### config.mk
export PLATFORM = sky130hd
export DESIGN_NAME = solm_spi_port
export DESIGN_NICKNAME = d
export VERILOG_FILES = /design/src/hw/solm_port_pkg.sv /design/src/hw/pin_sync.sv /design/src/hw/solm_spi_port.sv
export VERILOG_INCLUDE_DIRS = /design/src /design/src/hw
export SDC_FILE = /design/constraint.sdc
export NUM_CORES = 1
export LEC_CHECK = 0
export ABC_AREA = 1
export BUFFER_PORTS_ARGS = -buffer_cell sky130_fd_sc_hd__buf_2
export CORE_MARGIN = 10
export CORE_UTILIZATION = 48
export CTS_CLUSTER_DIAMETER = 50
export DETAILED_ROUTE_END_ITERATION = 8
export GPL_TIMING_DRIVEN = 0
export PLACE_DENSITY = 0.72
export SYNTH_ARGS = -nofsm -noshare
export SYNTH_HDL_FRONTEND = slang
export SYNTH_SLANG_ARGS = --single-unit
export TNS_END_PERCENT = 30
### constraint.sdc
create_clock -name clk_sys -period 1.14 [get_ports clk_sys]
set_input_delay 0.228 -clock clk_sys [delete_from_list [all_inputs] [get_ports clk_sys]]
set_output_delay 0.228 -clock clk_sys [all_outputs]
set_load 0.02 [all_outputs]
### src/hw/solm_port_regs.svh
`ifndef SOLM_PORT_REGS_SVH
`define SOLM_PORT_REGS_SVH
// Number of monitored solenoid channels
`define CHAN_COUNT 5
// Default serial frame length in bits
`define FRAME_BITS 8
// Width of the serial bit counter
`define CNT_BITS 4
// Constants at the widths they meet
`define ZERO_CNT 4'h0
`define ONE_CNT 4'h1
`define ZERO_CHAN 5'h00
`define ZERO_CFG 3'h0
`endif

### src/hw/solm_port_pkg.sv
package solm_port_pkg;
  // Port sequencing states
  typedef enum logic [1:0] {
    PORT_IDLE,
    PORT_SHIFT
  } port_state_t;
endpackage : solm_port_pkg

### src/hw/pin_sync.sv
`timescale 1ns/1ps
// Two-stage synchroniser for pin inputs
module pin_sync #(
  parameter int WIDTH = 1,
  parameter logic [WIDTH-1:0] INIT = '0
) (
  input wire logic clk_sys,
  input wire logic resetn,
  input wire logic [WIDTH-1:0] pin_in,
  output logic [WIDTH-1:0] pin_out
);
  logic [WIDTH-1:0] meta_ff;
  logic [WIDTH-1:0] sync_ff;
  logic [WIDTH-1:0] nxt_meta;
  logic [WIDTH-1:0] nxt_sync;

  // Next values: first stage feeds only the second
  always_comb begin
    nxt_meta = pin_in;
    nxt_sync = meta_ff;
  end

  // Registers
  always_ff @(posedge clk_sys or negedge resetn) begin
    if (!resetn) begin
      meta_ff <= INIT;
      sync_ff <= INIT;
    end else begin
      meta_ff <= nxt_meta;
      sync_ff <= nxt_sync;
    end
  end

  assign pin_out = sync_ff;
endmodule : pin_sync

### src/hw/solm_spi_port.sv
`timescale 1ns/1ps
`include "solm_port_regs.svh"
// Operation
// - The serial output is driven only while chip select is low and floats otherwise.
// - While selected the output bit changes on each falling serial clock edge.
// - While selected the input bit is captured on each rising serial clock edge.
// - An undriven chip select reads high through a pull-up and counts as deselected.
// - Serial clock activity while chip select is high shifts nothing and changes no state.
// - A high reset input clears every fault bit and floats the serial output.
// - Each of the five channels keeps its own fault bit and reset clears all of them.
module solm_spi_port import solm_port_pkg::*; #(
  parameter int FRAME_LEN = `FRAME_BITS
) (
  input wire logic clk_sys,
  input wire logic resetn,
  input wire logic chip_sel_n,
  input wire logic serial_clk,
  input wire logic serial_in,
  output logic serial_out,
  output logic serial_out_oe,
  input wire logic reset_pin,
  input wire logic [`CHAN_COUNT-1:0] fault_event,
  output logic [`CHAN_COUNT-1:0] fault_bits,
  output logic [`FRAME_BITS-1:0] rx_word,
  output logic rx_valid
);
  // ************************************************************
  // Pin synchronisers
  // ************************************************************
  logic [3:0] pins_sync;
  logic cs_n_s;
  logic sclk_s;
  logic si_s;
  logic rst_s;

  // Chip select resets high so an idle, undriven pin means deselected
  pin_sync #(.WIDTH(4), .INIT(4'h1)) pin_sync_inst (
    .clk_sys(clk_sys),
    .resetn(resetn),
    .pin_in({reset_pin, serial_in, serial_clk, chip_sel_n}),
    .pin_out(pins_sync)
  );
  assign cs_n_s = pins_sync[0];
  assign sclk_s = pins_sync[1];
  assign si_s = pins_sync[2];
  assign rst_s = pins_sync[3];

  // ************************************************************
  // Edge detect and state
  // ************************************************************
  logic sclk_d_ff;
  logic nxt_sclk_d;
  logic sclk_rise;
  logic sclk_fall;
  port_state_t state_ff;
  port_state_t nxt_state;
  logic [`FRAME_BITS-1:0] shreg_ff;
  logic [`FRAME_BITS-1:0] nxt_shreg;
  logic [`CNT_BITS-1:0] cnt_ff;
  logic [`CNT_BITS-1:0] nxt_cnt;
  logic out_ff;
  logic nxt_out;
  logic oe_ff;
  logic nxt_oe;
  logic [`CHAN_COUNT-1:0] fault_ff;
  logic [`CHAN_COUNT-1:0] nxt_fault;
  logic [`FRAME_BITS-1:0] rxw_ff;
  logic [`FRAME_BITS-1:0] nxt_rxw;
  logic rxv_ff;
  logic nxt_rxv;
  logic selected;

  // Edges only count while selected; a deselected clock is ignored
  assign selected = !cs_n_s && !rst_s;
  assign sclk_rise = selected && sclk_s && !sclk_d_ff;
  assign sclk_fall = selected && !sclk_s && sclk_d_ff;

  // Load image: fault bits in the high positions, rest zero
  function automatic logic [`FRAME_BITS-1:0] load_word(input logic [`CHAN_COUNT-1:0] f);
    load_word = {f, `ZERO_CFG};
  endfunction : load_word

  // ************************************************************
  // Shift engine next-state
  // ************************************************************
  always_comb begin
    nxt_sclk_d = sclk_s;
    nxt_state = state_ff;
    nxt_shreg = shreg_ff;
    nxt_cnt = cnt_ff;
    nxt_out = out_ff;
    nxt_oe = selected;
    nxt_rxw = rxw_ff;
    nxt_rxv = 1'b0;
    // Fault events are sticky; a set in the clear cycle is lost, the clear wins
    nxt_fault = fault_ff | fault_event;
    case (state_ff)
      PORT_IDLE: begin
        if (selected) begin
          // Snapshot faults at select and present the first bit
          nxt_shreg = load_word(fault_ff);
          nxt_out = fault_ff[`CHAN_COUNT-1];
          nxt_cnt = `ZERO_CNT;
          nxt_state = PORT_SHIFT;
        end
      end
      PORT_SHIFT: begin
        if (!selected) begin
          nxt_state = PORT_IDLE;
        end else if (sclk_rise) begin
          nxt_shreg = {shreg_ff[`FRAME_BITS-2:0], si_s};
          if (cnt_ff == `CNT_BITS'(FRAME_LEN - 1)) begin
            nxt_cnt = `ZERO_CNT;
            nxt_rxw = {shreg_ff[`FRAME_BITS-2:0], si_s};
            nxt_rxv = 1'b1;
          end else begin
            nxt_cnt = cnt_ff + `ONE_CNT;
          end
        end else if (sclk_fall) begin
          nxt_out = shreg_ff[`FRAME_BITS-1];
        end
      end
      default: nxt_state = PORT_IDLE;
    endcase
    // Reset pin dominates: clear faults, float output
    if (rst_s) begin
      nxt_fault = `ZERO_CHAN;
      nxt_oe = 1'b0;
      nxt_state = PORT_IDLE;
    end
  end

  // ************************************************************
  // Registers
  // ************************************************************
  always_ff @(posedge clk_sys or negedge resetn) begin
    if (!resetn) begin
      sclk_d_ff <= 1'b0;
      state_ff <= PORT_IDLE;
      shreg_ff <= '0;
      cnt_ff <= `ZERO_CNT;
      out_ff <= 1'b0;
      oe_ff <= 1'b0;
      fault_ff <= `ZERO_CHAN;
      rxw_ff <= '0;
      rxv_ff <= 1'b0;
    end else begin
      sclk_d_ff <= nxt_sclk_d;
      state_ff <= nxt_state;
      shreg_ff <= nxt_shreg;
      cnt_ff <= nxt_cnt;
      out_ff <= nxt_out;
      oe_ff <= nxt_oe;
      fault_ff <= nxt_fault;
      rxw_ff <= nxt_rxw;
      rxv_ff <= nxt_rxv;
    end
  end

  assign serial_out = out_ff;
  assign serial_out_oe = oe_ff;
  assign fault_bits = fault_ff;
  assign rx_word = rxw_ff;
  assign rx_valid = rxv_ff;
endmodule : solm_spi_port

# Word-level counts from Yosys, hierarchy flattened
# Cells that the tools add are included.
[totals]
regBits = 39
in_bits = 11
output_inout_bits = 16
elab_cells = 61
[classes]
add_sub_neg = 1
eq_ne = 9
n_mux = 24
n_bitwise = 1
reduce_logical = 15
[op_table]
columns = ["operator", "count"]
rows = [
  ["$mux W8", 3],
  ["$mux W4", 4],
  ["$pmux W8 S2", 1],
  ["$ne A2 B2 Y1 const B", 5],
  ["$mux W1", 9],
  ["$pmux W4 S2", 1],
  ["$reduce_and A4 Y1", 2],
  ["$mux W2", 3],
  ["$ne A3 B2 Y1 const B", 2],
  ["$logic_and A1 B1 Y1", 5],
  ["$mux W5", 1],
  ["$or A5 B5 Y5", 1],
  ["$reduce_and A5 Y1", 1],
  ["$add A4 B1 Y4 const B", 1],
  ["$eq A4 B3 Y1 const B", 1],
  ["$logic_not A1 Y1", 4],
  ["$pmux W2 S2", 1],
  ["$eq A2 B1 Y1 const B", 1],
  ["$logic_not A2 Y1", 1],
  ["$pmux W1 S2", 1],
  ["$reduce_and A2 Y1", 1],
  ["$reduce_bool A2 Y1", 1],
]

# Logic depth before layout (Yosys ltp)
[depth]
depth_word = 8
mapped_depth = 7
depth_no_buf = 6

# Cells and area by module
# Synthesis repeated with hierarchy kept, for this count alone.
[unflattened]
cells_unflattened = 147
area_unflattened_um2 = 1488.9
[by_module_without_submodules]
columns = ["mod", "n_inst", "cells_each", "area_each_um2", "seq_area_each_um2"]
rows = [
  ["solm_spi_port", 1, 139, 1286.2, 750.7],
  ["pin_sync", 1, 8, 202.7, 202.7],
]

# Least setup slack after synthesis
# No wires, ideal clock.
[synth_path]
kind = "register to register"
startpoint = "reg cnt_ff[0]"
endpoint = "reg rxw_ff[0], in the netlist rx_word[0]"
setup_ps = 117
arrival_ps = 1031
t_required_ps = 1023
path_slack_ps = -8
stages_incl_launch_ff = 7
path_buffers = 0
period_less_slack_ps = 1148
path_cell_list = "dfrtp_1 ha_1 nand3_1 inv_2 nand2_2 nand2_1 nand2_1"
[synth_via]
elab_chain_cells = 2
[synth_lines]
columns = ["item", "line", "source"]
rows = [
  ["start: declaration", "solm_spi_port.sv:59", "logic [`CNT_BITS-1:0] cnt_ff;"],
  ["start signal: assignment", "solm_spi_port.sv:141", "cnt_ff <= `ZERO_CNT;"],
  ["start signal: assignment", "solm_spi_port.sv:151", "cnt_ff <= nxt_cnt;"],
  ["$eq A4 B3 Y1", "solm_spi_port.sv:112", "if (cnt_ff == `CNT_BITS'(FRAME_LEN - 1)) begin"],
  ["$reduce_and A4 Y1 (no source line)", "--", ""],
  ["end signal: assignment", "solm_spi_port.sv:155", "rxw_ff <= nxt_rxw;"],
  ["end: declaration", "solm_spi_port.sv:67", "logic [`FRAME_BITS-1:0] rxw_ff;"],
]
# Every way passes these cells.
# A chain may end at the register's enable or synchronous reset.

# Worst setup path in the final report
[layout_path]
startpoint = "reg pin_sync_inst.sync_ff[3], in the netlist pin_sync_inst.pin_out[3]"
endpoint = "reg rxw_ff[1], in the netlist rx_word[1]"
[layout_via]
elab_chain_cells = 5
[layout_lines]
columns = ["item", "line", "source"]
rows = [
  ["start: declaration", "pin_sync.sv:13", "logic [WIDTH-1:0] sync_ff;"],
  ["start signal: assignment", "pin_sync.sv:30", "sync_ff <= nxt_sync;"],
  ["$logic_not A1 Y1 (*)", "solm_spi_port.sv:74", "assign selected = !cs_n_s && !rst_s;"],
  ["$logic_and A1 B1 Y1 (*)", "solm_spi_port.sv:74", ""],
  ["$logic_and A1 B1 Y1 (2 in series)", "solm_spi_port.sv:75", "assign sclk_rise = selected && sclk_s && !sclk_d_ff;"],
  ["$reduce_and A4 Y1 (no source line) (*)", "--", ""],
]
# Mark *: on every way between the ends. The rest lies on a longest branch, timed or not.

==> flow_metrics.tcl <==
set metrics [dict create \
    start_util 0.496 \
    io_pins 27 \
    syn_to_final_growth_pct 37.4 \
    crit_path_max_fanout 6 \
    crit_path_start "pin_sync_inst.pin_out[3]" \
    dp_hpwl_mm 2.00 \
    first_pass_iters 4 \
    route.vias.total 1204 \
    port-buffer-count 26 \
    gp_congestion 0.718 \
    cts_max_path_buffers 2 \
    antenna_found_initial 0 \
    violations "setup timing" \
    skew_ns 0.0113 \
    drc 0 \
    arrival_ns 1.48 \
    clock-sinks 38 \
    leakage_nw 1.15 \
    netlist_area_sq_mm 0.00150 \
    power_mw 2.44 \
    maxCapViolations 0 \
    wirelength_mm 3.30 \
    grt_overflow 0 \
    slew_viol_final 0 \
    setup_slack_ns -0.0536 \
    fp-row-count 20 \
    layout-drive-gt1-share 0.355 \
    worst_setup_path_end_kind "flip-flop" \
    grt.total_usage 0.110 \
    clockRootBuffer "clkbuf_4" \
    timing.rr.end "rx_word[1]" \
    timing.slew.headroom 0.663 \
    synthesis.nets 164 \
    cts_buffers 5 \
    critPathKind "flip-flop to flip-flop" \
    cts_tree "done" \
    final_antenna_net_count 0 \
    syn_inst 152 \
    crit_end "rx_word[1]" \
    vias_per_cell 4.72 \
    insertion_delay_ns 0.34 \
    nets 222 \
    hold_viol 0 \
    setup-tns-final_ns -0.479 \
    grt_first_pass_wirelength_mm 5.33 \
    drt_iter0_markers 106 \
    min_period_ns 1.19 \
    ff2ff_setup_slack_ns -0.05 \
    synth_cell_types 20 \
    timing.final.crit_share 1.05 \
    die_h_microns 75.9 \
    worstMarginPinSlew_ns 0.505 \
    grt_pass1_vias 1188 \
    clkTransAtPathRegs_ns 0.11 \
    power_density_mw_per_mm2 1180 \
    ys_ff_latch 38 \
    vdd_ir_drop_max_mv 0.827 \
    worstHoldPathType "input port to flip-flop" \
    cp.required_ns 1.42 \
    fp.dieArea_sq_mm 0.00577 \
    nFillCells 244 \
    wl_per_cell_microns 12.9 \
    setup_violations 16 \
    die_w_microns 75.9 \
    fmax_mhz 838 \
    rsz0062_at_grt "yes" \
    coreArea_sq_mm 0.00303 \
    status "finished with violations" \
    start_kind "flip-flop" \
    yosysSeqAreaShare 0.635 \
    avgSynthCellArea_sq_um 9.88 \
    yosys_warnings 0 \
    num_antenna_cells 0 \
    grt_max_degree 39 \
    r2r-start "pin_sync_inst.pin_out[3]" \
    r2r_cells 7 \
    htreeDepth 2 \
]
-- cells in the final DEF, fill, tap and decap left out, drive strengths merged --
cell type     n
nand3        12
clkinv        2
inv          11
ha            1
o21ai        10
dlygate4sd3   5
nand2        57
nor2         14
dfrtp        36
dfstp         2
a21oi         3
nand3b        1
nand4         1
xor2          1
buf          48
clkbuf        7
-- state kept, by name (all words and copies together) (netlist names) --
signal and cells:
serial_out 1, pin_sync_inst.pin_out 4, shreg_ff 8, serial_out_oe 1, state_ff 1, sclk_d_ff 1, rx_valid 1, fault_bits 5
cnt_ff 4, pin_sync_inst.meta_ff 4, rx_word 8
-- report_power, final --
part / internal (mW) / switching, mW
registers: 1.42 / 0.0535
logic: 0.140 / 0.166
clock network: 0.235 / 0.419
total: 1.80 / 0.639
-- worst min path at each step --
stage                             startpoint                       end  slack, ns  cells past startpoint
global route                  fault_event[2]             fault_bits[2]       0.11                      3
detailed placement                chip_sel_n  pin_sync_inst.meta_ff[0]       0.33                      1
floorplan                             resetn                 cnt_ff[0]      -0.07                      0
global placement    pin_sync_inst.meta_ff[2]  pin_sync_inst.pin_out[2]       0.33                      0
CTS                           fault_event[3]             fault_bits[3]       0.09                      3
finish                        fault_event[4]             fault_bits[4]       0.11                      3
-- worst max-delay path, stage by stage, from the launching register on --
cell and delay [ns]:
dfrtp_1 0.40, buf_6 0.14, nor2_8 0.10, nand2_4 0.07, nor2_8 0.15, buf_6 0.14, nand3_1 0.06, nand2_1 0.08
-- logic make-up (layout without fill, tap and decap cells) --
kind of cell	Yosys count	after routing	share of synthesized area
AND/OR/NAND/NOR	84	85	0.253
flip-flops	38	38	0.635
buffers and inverters	15	73	0.0525
AO/OA/AOI/OAI	13	13	0.0458
adder cells (fa/ha/maj)	1	1	0.00833
XOR/XNOR	1	1	0.00583
-- routing by layer --
layer	routed length (microns)	global-route usage
met2	1770	0.193
met3	162	0.0389
met5	0	0
met4	47	0.0473
met1	1320	0.115
-- what timing repair did --
| item | 4_1_cts | 5_1_grt |
|---|---|---|
| setup endpoints to repair | 27 | 71 |
| gates cloned | 1 | 2 |
| hold buffers | 5 | 0 |
| setup buffers | 10 | 7 |
| endpoints found under the hold margin | 32 | 0 |
| gates resized for setup | 9 | 26 |
| pin swaps | 2 | 10 |
-- area by class of cell --
class | instances | area [sq um] | share of cell area
clock buffer | 6 | 41.3 | 0.0200
buffer | 4 | 45.0 | 0.0218
sequential | 38 | 953 | 0.462
timing repair buffer | 50 | 377 | 0.183
tap | 44 | 55.1 | 0.0267
multi-input combinational | 100 | 538 | 0.261
inverter | 11 | 43.8 | 0.0212
clock inverter | 2 | 10.0 | 0.00485
-- cells in the mapped netlist, drive strengths merged --
library cell	instances	area, sq um
a21oi	3	18.8
buf	4	37.5
dfrtp	36	901
dfstp	2	52.6
ha	1	12.5
inv	11	41.3
nand2	56	220
nand3	12	60.1
nand3b	1	7.51
nand4	1	6.26
nor2	14	85.1
o21ai	10	50.1
xor2	1	8.76
-- per-stage QoR --
stage / area [sq um] / setup slack, ns / hold WS [ns] / utilization / cells
6_report: 2060 / -0.0536 / 0.106 / 0.681 / 255
5_1_grt: 2060 / -0.0956 / 0.109 / 0.681 / 255
4_1_cts: 1910 / -0.0486 / 0.0918 / 0.630 / 246
3_5_place_dp: 1690 / -0.164 / 0.334 / 0.560 / 222
3_3_place_gp: 1690 / -0.0917 / 0.334 / 0.560 / 222
2_1_floorplan: 1510 / 0.0106 / -0.0676 / - / 152
No activity file was read; power rests on OpenSTA's default activity.
